`config.mk`:
```
export PLATFORM = sky130hd
export DESIGN_NAME = rfcfg_regs
export DESIGN_NICKNAME = d
export VERILOG_FILES = /design/src/rfcfg_pkg.sv /design/src/rfcfg_regs.sv
export SDC_FILE = /design/constraint.sdc
export NUM_CORES = 1
export LEC_CHECK = 0
export BUFFER_PORTS_ARGS = -buffer_cell sky130_fd_sc_hd__buf_2
export CAP_MARGIN = 20
export CORE_MARGIN = 2
export CORE_UTILIZATION = 47
export CTS_BUF_LIST = sky130_fd_sc_hd__clkbuf_4 sky130_fd_sc_hd__clkbuf_8 sky130_fd_sc_hd__clkbuf_16
export DETAILED_ROUTE_END_ITERATION = 8
export HOLD_SLACK_MARGIN = 0.05
export PLACE_DENSITY = 0.84
export SETUP_SLACK_MARGIN = 0.02
export SLEW_MARGIN = 20
export SYNTH_ARGS = -nofsm -noshare
export SYNTH_HDL_FRONTEND = slang
export SYNTH_SLANG_ARGS = --single-unit
```
`constraint.sdc`:
```
create_clock -name ref_clk -period 1.8 [get_ports ref_clk]
set_input_delay 0.09 -clock ref_clk [delete_from_list [all_inputs] [get_ports ref_clk]]
set_output_delay 0.09 -clock ref_clk [all_outputs]
set_load 0.005 [all_outputs]
```
`src/rfcfg_pkg.sv`:
```
package rfcfg_pkg;

    // ----------------------------------------------------------------
    // register indices (byte address bits 7:2)
    // ----------------------------------------------------------------
    localparam logic [5:0] RFCFG_IDX_SUPPRESS = 6'h05;
    localparam logic [5:0] RFCFG_IDX_STREAM = 6'h09;
    localparam logic [5:0] RFCFG_IDX_AUX = 6'h0a;
    localparam logic [5:0] RFCFG_IDX_IRQ_STATUS = 6'h10;
    localparam logic [5:0] RFCFG_IDX_IRQ_CLEAR = 6'h11;
    localparam logic [5:0] RFCFG_IDX_IRQ_ENABLE = 6'h12;

    // ----------------------------------------------------------------
    // reset values and writable-bit masks
    // ----------------------------------------------------------------
    localparam logic [7:0] RFCFG_RST_SUPPRESS = 8'h00;
    localparam logic [7:0] RFCFG_RST_STREAM = 8'h00;
    localparam logic [7:0] RFCFG_RST_AUX = 8'h00;
    localparam logic [7:0] RFCFG_MASK_SUPPRESS = 8'hcf;
    localparam logic [7:0] RFCFG_MASK_STREAM = 8'h7f;
    localparam logic [7:0] RFCFG_MASK_AUX = 8'hbf;

    // ----------------------------------------------------------------
    // field positions
    // ----------------------------------------------------------------
    localparam int RFCFG_SUP_EN_BIT = 7;
    localparam int RFCFG_SUP_RXS_TOL_BIT = 6;
    localparam int RFCFG_SUP_THLD_LSB = 0;
    localparam int RFCFG_STR_SCF_LSB = 5;
    localparam int RFCFG_STR_SCP_LSB = 3;
    localparam int RFCFG_STR_STX_LSB = 0;
    localparam int RFCFG_AUX_SKIP_CRC_BIT = 7;
    localparam int RFCFG_AUX_ID_LSB = 4;
    localparam int RFCFG_AUX_PHASE_BIT = 3;
    localparam int RFCFG_AUX_DIS_CORR_BIT = 2;
    localparam int RFCFG_AUX_N_LSB = 0;

    // interrupt bit positions
    localparam int RFCFG_IRQ_RX_START = 0;
    localparam int RFCFG_IRQ_RESTART = 1;
    localparam int RFCFG_IRQ_CRC_ERR = 2;
    localparam int RFCFG_IRQ_W = 3;

    // ----------------------------------------------------------------
    // types
    // ----------------------------------------------------------------
    typedef enum logic [2:0] {
        RFCFG_ISO_A, RFCFG_ISO_B, RFCFG_TYPE1, RFCFG_STREAM_SC, RFCFG_STREAM_BPSK
    } rfcfg_proto_e;

    // framer and encoder status toward this block
    typedef struct packed {
        rfcfg_proto_e proto;
        logic iso_a_106;
        logic frame_start;
        logic first4_err;
        logic frame_end;
        logic rx_err;
        logic crc_bad;
        logic [8:0] byte_cnt;
        logic reqa_wupa_cmd;
        logic anticoll_active;
    } rfcfg_rx_evt_s;

    // decoded configuration toward framer and encoder
    typedef struct packed {
        logic [2:0] sc_div_log2;
        logic [3:0] report_pulses;
        logic [2:0] tx_div_log2;
        logic cfg_valid;
        logic crc_check;
        logic phase_shift;
        logic use_correlator;
        logic rx_mode_valid;
        logic [1:0] identifier_size_sel;
        logic [1:0] init_field_n;
        logic rx_start;
        logic deliver;
        logic discard;
    } rfcfg_cfg_s;

endpackage : rfcfg_pkg

```
`src/rfcfg_regs.sv`:
```
// Function
// - pulse-count code 00/01/10/11 gives 1/2/4/8 pulses; 1 and 2 BPSK only
// - subcarrier stream frequency code gives fc/64, fc/32, fc/16, fc/8
// - BPSK stream frequency code 00 gives fc/16; others reserved, host avoids
// - tx period code 000..011 gives fc/128..fc/16; top bit set reserved
// - skip-crc bit 0 checks receive crc, 1 accepts frames unchecked
// - REQA/WUPA direct commands and anticollision receive without crc check
// - phase clock shift bit selects 0 or 90 degree measurement clock
// - correlator bit 0 selects correlator reception, 1 pulse reception
// - two-bit n value feeds the initial field-on command
// - ISO-A 106k receive start needs clean first four bits unless tolerant
// - frames shorter than threshold bytes get suppression on errors
// - suppressed frame is discarded and a restart interrupt raised
`timescale 1ns/1ps
module rfcfg_regs
    import rfcfg_pkg::*;
(
    input wire logic ref_clk,
    input wire logic resetn,
    input wire logic [7:0] address,
    input wire logic read,
    input wire logic write,
    input wire logic [31:0] writedata,
    input wire logic [3:0] byteenable,
    output logic [31:0] readdata,
    output logic waitrequest,
    input rfcfg_rx_evt_s rx_i,
    output rfcfg_cfg_s cfg_o,
    output logic irq
);

    // ----------------------------------------------------------------
    // state
    // ----------------------------------------------------------------
    typedef struct packed {
        logic [7:0] supp;
        logic [7:0] stream;
        logic [7:0] aux;
        logic [RFCFG_IRQ_W-1:0] irq_st;
        logic [RFCFG_IRQ_W-1:0] irq_en;
        logic ack;
        logic [31:0] rdata;
        logic auto_nocrc;
        rfcfg_cfg_s cfg;
    } rfcfg_state_s;

    rfcfg_state_s st_q;
    rfcfg_state_s st_d;

    logic req;
    logic wr_fire;
    logic [5:0] idx;
    logic [1:0] scf;
    logic [1:0] scp;
    logic [2:0] stx;
    logic [3:0] thld;
    logic bpsk;
    logic stream_mode;
    logic suppress;
    logic rxs_ok;
    logic [RFCFG_IRQ_W-1:0] evt;
    logic [RFCFG_IRQ_W-1:0] clr;

    // bus handshake: one wait cycle, then the answer
    assign req = read | write;
    assign waitrequest = req & ~st_q.ack;
    assign wr_fire = write & st_q.ack & byteenable[0];
    assign idx = address[7:2];
    assign readdata = st_q.rdata;
    assign cfg_o = st_q.cfg;
    assign irq = |(st_q.irq_st & st_q.irq_en);

    // field extraction
    assign scf = st_q.stream[RFCFG_STR_SCF_LSB +: 2];
    assign scp = st_q.stream[RFCFG_STR_SCP_LSB +: 2];
    assign stx = st_q.stream[RFCFG_STR_STX_LSB +: 3];
    assign thld = st_q.supp[RFCFG_SUP_THLD_LSB +: 4];
    assign bpsk = (rx_i.proto == RFCFG_STREAM_BPSK);
    assign stream_mode = bpsk | (rx_i.proto == RFCFG_STREAM_SC);

    // suppression of a short erroneous frame
    assign suppress = st_q.supp[RFCFG_SUP_EN_BIT] & rx_i.frame_end & rx_i.rx_err
        & (rx_i.byte_cnt < {5'h00, thld});

    // receive start for ISO-A 106k gated by the first four bits
    assign rxs_ok = rx_i.frame_start & (~(rx_i.proto == RFCFG_ISO_A & rx_i.iso_a_106)
        | ~rx_i.first4_err | st_q.supp[RFCFG_SUP_RXS_TOL_BIT]);

    // interrupt sources and clear strobes
    assign evt[RFCFG_IRQ_RX_START] = rxs_ok;
    assign evt[RFCFG_IRQ_RESTART] = suppress;
    assign evt[RFCFG_IRQ_CRC_ERR] = rx_i.frame_end & ~suppress & rx_i.crc_bad
        & st_q.cfg.crc_check;
    assign clr = (wr_fire && idx == RFCFG_IDX_IRQ_CLEAR) ?
        writedata[RFCFG_IRQ_W-1:0] : '0;

    // ----------------------------------------------------------------
    // next state
    // ----------------------------------------------------------------
    always_comb begin
        st_d = st_q;
        st_d.ack = req & ~st_q.ack;

        // register writes, reserved bits masked off
        if (wr_fire) begin
            case (idx)
                RFCFG_IDX_SUPPRESS: st_d.supp = writedata[7:0] & RFCFG_MASK_SUPPRESS;
                RFCFG_IDX_STREAM: st_d.stream = writedata[7:0] & RFCFG_MASK_STREAM;
                RFCFG_IDX_AUX: st_d.aux = writedata[7:0] & RFCFG_MASK_AUX;
                RFCFG_IDX_IRQ_ENABLE: st_d.irq_en = writedata[RFCFG_IRQ_W-1:0];
                default: ;
            endcase
        end

        // read data captured with the answer, unmapped reads zero
        if (read & ~st_q.ack) begin
            case (idx)
                RFCFG_IDX_SUPPRESS: st_d.rdata = {24'h000000, st_q.supp};
                RFCFG_IDX_STREAM: st_d.rdata = {24'h000000, st_q.stream};
                RFCFG_IDX_AUX: st_d.rdata = {24'h000000, st_q.aux};
                RFCFG_IDX_IRQ_STATUS: st_d.rdata = {29'h00000000, st_q.irq_st};
                RFCFG_IDX_IRQ_ENABLE: st_d.rdata = {29'h00000000, st_q.irq_en};
                default: st_d.rdata = 32'h00000000;
            endcase
        end

        // sticky status, set wins over clear
        st_d.irq_st = (st_q.irq_st & ~clr) | evt;

        // automatic no-crc after REQA/WUPA until the answer frame ends
        if (rx_i.reqa_wupa_cmd) begin
            st_d.auto_nocrc = 1'b1;
        end else if (rx_i.frame_end) begin
            st_d.auto_nocrc = 1'b0;
        end

        // subcarrier frequency and pulse count
        if (bpsk) begin
            st_d.cfg.sc_div_log2 = 3'h4;
        end else begin
            st_d.cfg.sc_div_log2 = 3'h6 - {1'b0, scf};
        end
        st_d.cfg.report_pulses = 4'h1 << scp;
        st_d.cfg.tx_div_log2 = 3'h7 - {1'b0, stx[1:0]};

        // reserved codes flagged invalid
        st_d.cfg.cfg_valid = ~stx[2] & ~(bpsk & scf != 2'h0)
            & ~((rx_i.proto == RFCFG_STREAM_SC) & ~scp[1]);

        // crc checking
        st_d.cfg.crc_check = ~st_q.aux[RFCFG_AUX_SKIP_CRC_BIT] & ~st_q.auto_nocrc
            & ~rx_i.anticoll_active;

        st_d.cfg.phase_shift = st_q.aux[RFCFG_AUX_PHASE_BIT];
        st_d.cfg.identifier_size_sel = st_q.aux[RFCFG_AUX_ID_LSB +: 2];
        st_d.cfg.init_field_n = st_q.aux[RFCFG_AUX_N_LSB +: 2];

        // receiver selection and whether the mode supports it
        st_d.cfg.use_correlator = ~st_q.aux[RFCFG_AUX_DIS_CORR_BIT];
        if (st_q.aux[RFCFG_AUX_DIS_CORR_BIT]) begin
            st_d.cfg.rx_mode_valid = stream_mode | (rx_i.proto == RFCFG_ISO_B);
        end else if (stream_mode) begin
            st_d.cfg.rx_mode_valid = (scf == 2'h1) & (scp == 2'h3);
        end else begin
            st_d.cfg.rx_mode_valid = 1'b1;
        end

        // frame outcome pulses
        st_d.cfg.rx_start = rxs_ok;
        st_d.cfg.discard = suppress;
        st_d.cfg.deliver = rx_i.frame_end & ~suppress;
    end

    // ----------------------------------------------------------------
    // state register
    // ----------------------------------------------------------------
    always_ff @(posedge ref_clk or negedge resetn) begin
        if (!resetn) begin
            st_q <= '0;
            st_q.supp <= RFCFG_RST_SUPPRESS;
            st_q.stream <= RFCFG_RST_STREAM;
            st_q.aux <= RFCFG_RST_AUX;
        end else begin
            st_q <= st_d;
        end
    end
endmodule : rfcfg_regs

```
# Yosys cells after proc, flatten, opt, wreduce, memory -nomap -nowiden
# Index checks and enable logic that the tools add are counted.
word_totals:
  regBits: 82
  out_inout_bits: 56
  in_bits: 68
  elab_cells: 92
classes:
  n_reduce_logical: 9
  n_lt_le_gt_ge: 1
  n_eq_ne: 11
  n_addsub: 2
  bitwise: 40
  shift: 1
  muxes: 7
op_table:
  columns: ["operator", "count"]
  rows:
  - ["$pmux W8 S5", 1]
  - ["$and A1 B1 Y1", 19]
  - ["$eq A6 B5 Y1 const B", 3]
  - ["$eq A6 B4 Y1 const B", 2]
  - ["$not A1 Y1", 12]
  - ["$lt A9 B4 Y1", 1]
  - ["$reduce_and A2 Y1", 4]
  - ["$and A3 B3 Y3", 2]
  - ["$eq A6 B3 Y1 const B", 1]
  - ["$mux W3", 2]
  - ["$sub A3 B2 Y3 const A", 2]
  - ["$or A1 B1 Y1", 5]
  - ["$mux W1", 4]
  - ["$reduce_bool A2 Y1", 2]
  - ["$shl A1 B2 Y4 const A", 1]
  - ["$eq A3 B1 Y1 const B", 1]
  - ["$eq A3 B2 Y1 const B", 1]
  - ["$eq A3 B3 Y1 const B", 1]
  - ["$logic_not A3 Y1", 1]
  - ["$not A3 Y3", 1]
  - ["$or A3 B3 Y3", 1]
  - ["$reduce_or A3 Y1", 1]
  - ["$eq A2 B1 Y1 const B", 1]
  - ["$eq A2 B2 Y1 const B", 1]
  - ["$logic_and A1 B1 Y1", 1]

# Depth between registers and ports, before layout
# Gate-level depths: netlist of the first run.
logic_depth:
  ltp_word: 8
  depth_mapped: 6

# Worst setup path after synthesis of the first run
# Ideal clock, no wire load.
synth_path:
  kind: "register to register"
  startpoint: "register st_q[79] (netlist name)"
  endpoint: "register st_q[61] (netlist name)"
  t_required_ps: 1657
  setup_time_ps: 143
  path_slack_ps: 150
  arrival_time_ps: 1507
  stages_incl_launch_ff: 6
  n_path_buf: 0
  path_cell_list: "dfrtp_1 -> inv_1 -> ha_1 -> a211o_1 -> a2111oi_1 -> o2bb2ai_1"
synth_rtl:
  columns: ["item", "line_no", "rtl"]
  rows:
  - ["from (decl)", "rfcfg_regs.sv:47", "rfcfg_state_s st_q;"]
  - ["from (signal assigned)", "rfcfg_regs.sv:184", "st_q <= st_d;"]

==> results.py, run 1 <==
metrics = {
    "global_route": {
        "overflow": 0,
        "grt_pass1_vias": 2025,
        "track_usage_pct": 20.2,
        "grt_start_max_net_pins": 59,
        "grt_pass1_wl_um": 9800,
        "antenna_found_initial": 0,
    },
    "timing": {
        "skew_ns": 0.00793,
        "drv_slew": 0,
        "period_minus_slack_ns": 1.68,
        "fmax_mhz": 597,
        "tns_ns": 0,
        "max_slew_margin_pct": 65.9,
        "rsz0062_at_grt": "false",
        "timing.final.crit_share_pct": 93.1,
        "hold_viol": 0,
        "setup_violations": 0,
        "whs_ns": 0.0639,
        "worst_pin_slew_ns": 0.507,
    },
    "clock_network": {
        "clockBufferDepth": 2,
        "clkTransAtPathRegs_ns": 0.07,
        "cts_tree": "built",
        "cts_buffers": 9,
        "cts_sinks": 58,
        "clk-insertion-delay-late_ns": 0.34,
        "cts-root-buf": "clkbuf_8",
        "htreeDepth": 3,
    },
    "min_path": {
        "holdPathStages": 3,
        "min_from": "writedata[0]",
        "hold_end": "st_q[70]",
        "hp-class": "primary input to flop",
    },
    "final_layout": {
        "fin_util_pct": 58.1,
        "area_delta_synth_final_pct": 19.9,
        "fin_area_mm2": 0.00342,
        "layout-drive-gt1-share_pct": 36.6,
        "final_common_cell": "buf_2",
        "fillerInstances": 491,
        "nNetsFinal": 397,
        "antenna_cells": 0,
        "layout_common_cells": "buf_2 (70), dfrtp_1 (58), conb_1 (25)",
    },
    "critical_path": {
        "arrival_ns": 1.90,
        "crit_slowest_cell": "dfrtp_1",
        "cp_top_family": "compound AO/OA/AOI/OAI gates",
        "r2r_cells": 6,
        "cp-start-kind": "flop",
        "slowest_delay_ns": 0.39,
        "r2r_end": "st_q[61]",
        "reg2reg_slack_ns": 0.12,
        "crit_fanout": 4,
        "worst-path-buf-inv": 2,
        "critPathKind": "flop to flop",
        "r2r_start": "st_q[79]",
        "required_ns": 2.03,
        "cp-end-kind": "flop",
        "path_cells": "inv_1, ha_1, a211o_1, a2111oi_4, buf_4, o2bb2ai_1",
    },
    "logic_synthesis": {
        "synthArstFlopShare_pct": 100,
        "yosysWarningCount": 0,
        "ys_types": 39,
        "yosys-top-cells-area": "dfrtp_1 (51%), buf_4 (14%), mux2_2 (5.9%)",
        "avgSynthCellArea_um2": 11.3,
        "ys_seq_area_share_pct": 50.9,
        "synth-edff-count": 0,
        "synth_seq_cells": 58,
        "synth_cells": 252,
        "netlist.area_leader.share_pct": 50.9,
        "syn-cell-area_mm2": 0.00285,
        "ys.flop_type": "dfrtp_1",
        "synth_area_leader_cell": "dfrtp_1",
    },
    "floorplan": {
        "rows": 28,
        "initial_core_util_pct": 48.4,
        "num_io_pins": 124,
        "core_mm2": 0.00589,
        "dieHeight_um": 81.9,
        "die_area_mm2": 0.00671,
        "die_x_um": 81.9,
    },
    "routing": {
        "vias": 2023,
        "vias_per_cell": 5.02,
        "wl_met1_um": 2660,
        "dr_wl_met3_um": 322,
        "wl_met2_um": 3000,
        "drtIter0Drc": 81,
        "top_layer_used": "met4",
        "drc_errors": 0,
        "firstDrtPassIters": 4,
        "drt_wl_total_um": 6230,
        "wl_per_cell_um": 15.5,
        "ant_nets": 0,
    },
    "power_and_ir_drop": {
        "ir_worst_vdd_uv": 533,
        "power.leakage_uw": 0.00177,
        "p_per_area_mw_per_mm2": 894,
    },
    "outcome": {
        "status": "complete, no violations",
    },
    "flow_run": {
        "drv_cap": 0,
    },
    "placed_design": {
        "placed_cell_area_mm2": 0.00303,
        "dp.final_hpwl_um": 4210,
        "gp_congestion": 0.814,
        "port_buffers": 70,
    },
}
## how the worst max path moves through the flow
stage,from,endpoint,slack [ns],depth (start not counted)
floorplan,st_q[79],st_q[61],0.15,5
global placement,address[3],st_q[81],0.15,5
detailed placement,address[3],st_q[78],0.11,5
CTS,st_q[81],st_q[61],0.03,7
global route,st_q[79],st_q[61],0.05,6
finish,st_q[79],st_q[61],0.12,6
## final cells by class
| class | instances | area, um^2 | area share [%] |
|---|---|---|---|
| clock inverter | 5 | 53.8 | 1.57 |
| timing repair buffer | 95 | 593 | 17.3 |
| clock buffer | 11 | 145 | 4.25 |
| inverter | 10 | 37.5 | 1.10 |
| multi-input combinational | 149 | 1040 | 30.5 |
| sequential | 58 | 1450 | 42.5 |
| tap | 75 | 93.8 | 2.75 |
## stage by stage
stage / total power [uW] / worst slack [ns] / cells
after global placement: 1820 / 0.147 / 370
after detailed placement: 1840 / 0.105 / 370
after CTS: 3060 / 0.0345 / 403
after floorplan: 1750 / 0.150 / 275
final: 3060 / 0.124 / 403
after global routing: 3190 / 0.0463 / 403
## flip-flops by register name, indices dropped and copies added, names as in the netlist
register,flops
cfg_o,22
readdata,8
scf,2
scp,2
st_d,5
st_q,19
## cell usage after synthesis, types with 2 or more instances
library cell	count
dfrtp_1	58
buf_4	54
nor2_1	16
mux2_2	15
nand2_1	11
inv_1	10
a22oi_1	9
o21ai_0	7
a21oi_1	6
ha_1	6
mux2_4	6
nor2b_1	5
and3_1	4
nor3_1	4
a21o_1	3
a22o_1	3
a31oi_1	3
and2_1	3
nand2b_1	3
nand3_1	3
buf_2	2
conb_1	2
nor4_1	2
o31a_1	2
## layer usage
layer,vias to the layer above,GRT usage [%]
met1,979,24.7
li1,931,-
met5,-,0
met4,0,14.8
met3,20,3.41
met2,93,32.0
## worst min-delay path, cell delays in order
cell,delay [ns]
buf_2,0.15
nand2_1,0.06
o21ai_0,0.07
## where the power goes
part	leakage, uW	internal (uW)	switching [uW]	total (uW)
clock	0.000106	687	518	1200
sequential	0.000725	1400	58.8	1460
combinational	0.000939	192	195	388
total	0.00177	2280	772	3060
## logic make-up (layout without fill, tap and decap cells)
| logic type | count (synthesis) | after routing | share of synthesized area, % |
|---|---|---|---|
| fa+ha+maj | 6 | 6 | 2.63 |
| other cells | 2 | 25 | 0.263 |
| simple gates | 59 | 59 | 11.8 |
| flops | 58 | 58 | 50.9 |
| compound gates | 38 | 38 | 9.21 |
| buf+inv | 68 | 121 | 16.1 |
| mux | 21 | 21 | 9.08 |
## repair_timing
item,in CTS,in global routing
hold buffers,17,0
setup endpoints to repair,0,4
gates resized for setup,0,2
setup buffers,0,0
hold endpoints to repair,78,0
Note: power is estimated with default switching activity, not from simulation.
==> run 2: changes to the inputs <==
- CORE_MARGIN: 2 -> not set
- CORE_UTILIZATION: 47 -> 51
- PLACE_DENSITY: 0.84 -> 0.9
- clock period: 1.8 -> 2.05 ns (I/O delays scaled with it)
==> run 2 against run 1 <==
Non-clock buffer count is 4 lower. Cell count is 2.2% lower. First-iteration DRC count down 7.4%. Count of clock-buffer cells in the layout is the same. Final area shrank 2.4%. Highest routed layer unchanged. Clock power down 24%. Largest power group unchanged. Combinational power is 17% lower. Utilization rose by 5.6 points. Clock skew fell by 0.0017 ns.
==> results.py, run 2 (synthesis results as in run 1) <==
metrics = {
    "critical_path": {
        "reg2reg_slack_ns": 0.39,
        "path_cells": "dlygate4sd3_1, buf_2, nor2_1, dlygate4sd3_1, nor2_1, buf_2",
        "r2r_end": "st_q[61]",
        "crit_slowest_cell": "dlygate4sd3_1",
        "slowest_delay_ns": 0.56,
        "required_ns": 1.95,
        "cp_top_family": "buffers and inverters",
        "worst-path-buf-inv": 4,
        "cp-end-kind": "primary output",
        "cp-start-kind": "primary input",
        "arrival_ns": 1.57,
        "crit_fanout": 2,
        "r2r_cells": 7,
        "r2r_start": "st_q[81]",
        "critPathKind": "primary input to primary output",
    },
    "floorplan": {
        "initial_core_util_pct": 54.4,
        "num_io_pins": 124,
        "die_area_mm2": 0.00589,
        "dieHeight_um": 76.8,
        "core_mm2": 0.00524,
        "die_x_um": 76.8,
        "rows": 26,
    },
    "placed_design": {
        "placed_cell_area_mm2": 0.00301,
        "dp.final_hpwl_um": 3990,
        "place_inst": 363,
        "gp_congestion": 0.850,
        "port_buffers": 70,
    },
    "routing": {
        "drc_errors": 0,
        "drt_wl_total_um": 5400,
        "drtIter0Drc": 75,
        "vias_per_cell": 4.99,
        "vias": 1966,
        "ant_nets": 0,
        "wl_per_cell_um": 13.7,
        "firstDrtPassIters": 5,
    },
    "timing": {
        "rsz0062_at_grt": "false",
        "max_slew_margin_pct": 63.7,
        "timing.final.crit_share_pct": 81.4,
        "hold_viol": 0,
        "drv_slew": 0,
        "setup_violations": 0,
        "fmax_mhz": 600,
        "worst_pin_slew_ns": 0.544,
        "period_minus_slack_ns": 1.67,
        "whs_ns": 0.0562,
        "tns_ns": 0,
        "skew_ns": 0.00621,
    },
    "final_layout": {
        "largest_reg_flops": 22,
        "nNetsFinal": 393,
        "fin_util_pct": 63.7,
        "area_delta_synth_final_pct": 17.0,
        "layout-drive-gt1-share_pct": 36.1,
        "multi_input_area_mm2": 0.00103,
        "layout_common_cells": "buf_2 (70), dfrtp_1 (58), conb_1 (25)",
        "final_common_cell": "buf_2",
        "final_cells": 394,
        "register_area_mm2": 0.00145,
        "antenna_cells": 0,
        "fillerInstances": 407,
        "fin_area_mm2": 0.00334,
    },
    "min_path": {
        "hold_end": "st_q[71]",
        "holdPathStages": 3,
        "min_from": "writedata[1]",
        "hp-class": "primary input to flop",
    },
    "power_and_ir_drop": {
        "switching_share_pct": 25.6,
        "seq_power_share_pct": 50.9,
        "clkPwrFrac_pct": 36.3,
        "p_comb_share_pct": 12.8,
        "p_int_uw": 1870,
        "p_switching_uw": 646,
        "ir_worst_vdd_uv": 456,
        "p_per_area_mw_per_mm2": 755,
        "power.leakage_uw": 0.00173,
    },
    "global_route": {
        "grt_start_max_net_pins": 35,
        "track_usage_pct": 19.8,
        "antenna_found_initial": 0,
        "overflow": 0,
        "grt_pass1_wl_um": 8810,
        "grt_pass1_vias": 1887,
    },
    "clock_network": {
        "htreeDepth": 3,
        "clk-insertion-delay-late_ns": 0.34,
        "post_cts_resized": 0,
        "cts_tree": "built",
        "clockBufferDepth": 2,
        "cts_setup_buffers": 0,
        "cts_buffers": 9,
        "cts-root-buf": "clkbuf_8",
        "cts_sinks": 58,
        "clkTransAtPathRegs_ns": 0.06,
    },
    "outcome": {
        "status": "complete, no violations",
    },
    "flow_run": {
        "drv_cap": 0,
    },
}
==> run 2: cell count changes in the layout (fill, tap and decap cells not counted), sizes merged <==
cell | before | now
buf | 78 | 76
clkinvlp | 0 | 2
dlygate4sd3 | 17 | 15
bufinv | 1 | 0
clkinv | 4 | 3
==> run 2: metrics by stage <==
stage / total power (uW) / setup slack, ns
2_1_floorplan: 1540 / 0.400
3_3_place_gp: 1590 / 0.405
3_5_place_dp: 1610 / 0.383
4_1_cts: 2540 / 0.368
5_1_grt: 2640 / 0.252
6_report: 2520 / 0.382
==> run 2: layout make-up <==
| class | instances | share of cell area [%] |
|---|---|---|
| Sequential cell | 58 | 43.5 |
| Multi-Input combinational cell | 149 | 30.8 |
| Timing Repair Buffer | 91 | 16.7 |
| Clock buffer | 11 | 4.35 |
| Tap cell | 70 | 2.63 |
| Inverter | 10 | 1.13 |
| Clock inverter | 5 | 0.900 |
==> run 2: worst max path at each step <==
stage                         from          end  slack (ns)  cells after the start
after CTS                 st_q[81]     st_q[61]        0.37                      7
after global placement    st_q[81]     st_q[61]        0.40                      7
after floorplan           st_q[79]     st_q[61]        0.40                      5
after global routing      st_q[81]     st_q[61]        0.25                      7
after detailed placement  st_q[81]     st_q[61]        0.38                      7
final                         read  waitrequest        0.38                      6
==> run 2: power groups by stage <==
stage          logic (uW)  clock network (uW)  registers [uW]
2_1_floorplan         250                   0            1290
3_5_place_dp          303                   0            1300
5_1_grt               361                 984            1290
3_3_place_gp          293                   0            1300
4_1_cts               325                 935            1280
6_report              322                 914            1280
==> run 2: tightest hold or removal path, delay by kind of cell <==
family	cells	cell delay (ns)
AOI/OAI and AO/OA	1	0.06
and+or+nand+nor	1	0.05
buffers and inverters	1	0.14
==> run 2: metal layers <==
layer  wire length, um  track usage (%)  share of wire [%]
met5                 0                0                  0
met4               112             10.8                2.1
met3               306             3.93                5.7
met2              2660             31.9                 49
met1              2330             25.0                 43
==> run 2: timing repair <==
action | in CTS | in global routing
endpoints found under the setup margin | 0 | 0
hold buffers | 15 | 0
hold endpoints to repair | 43 | 0
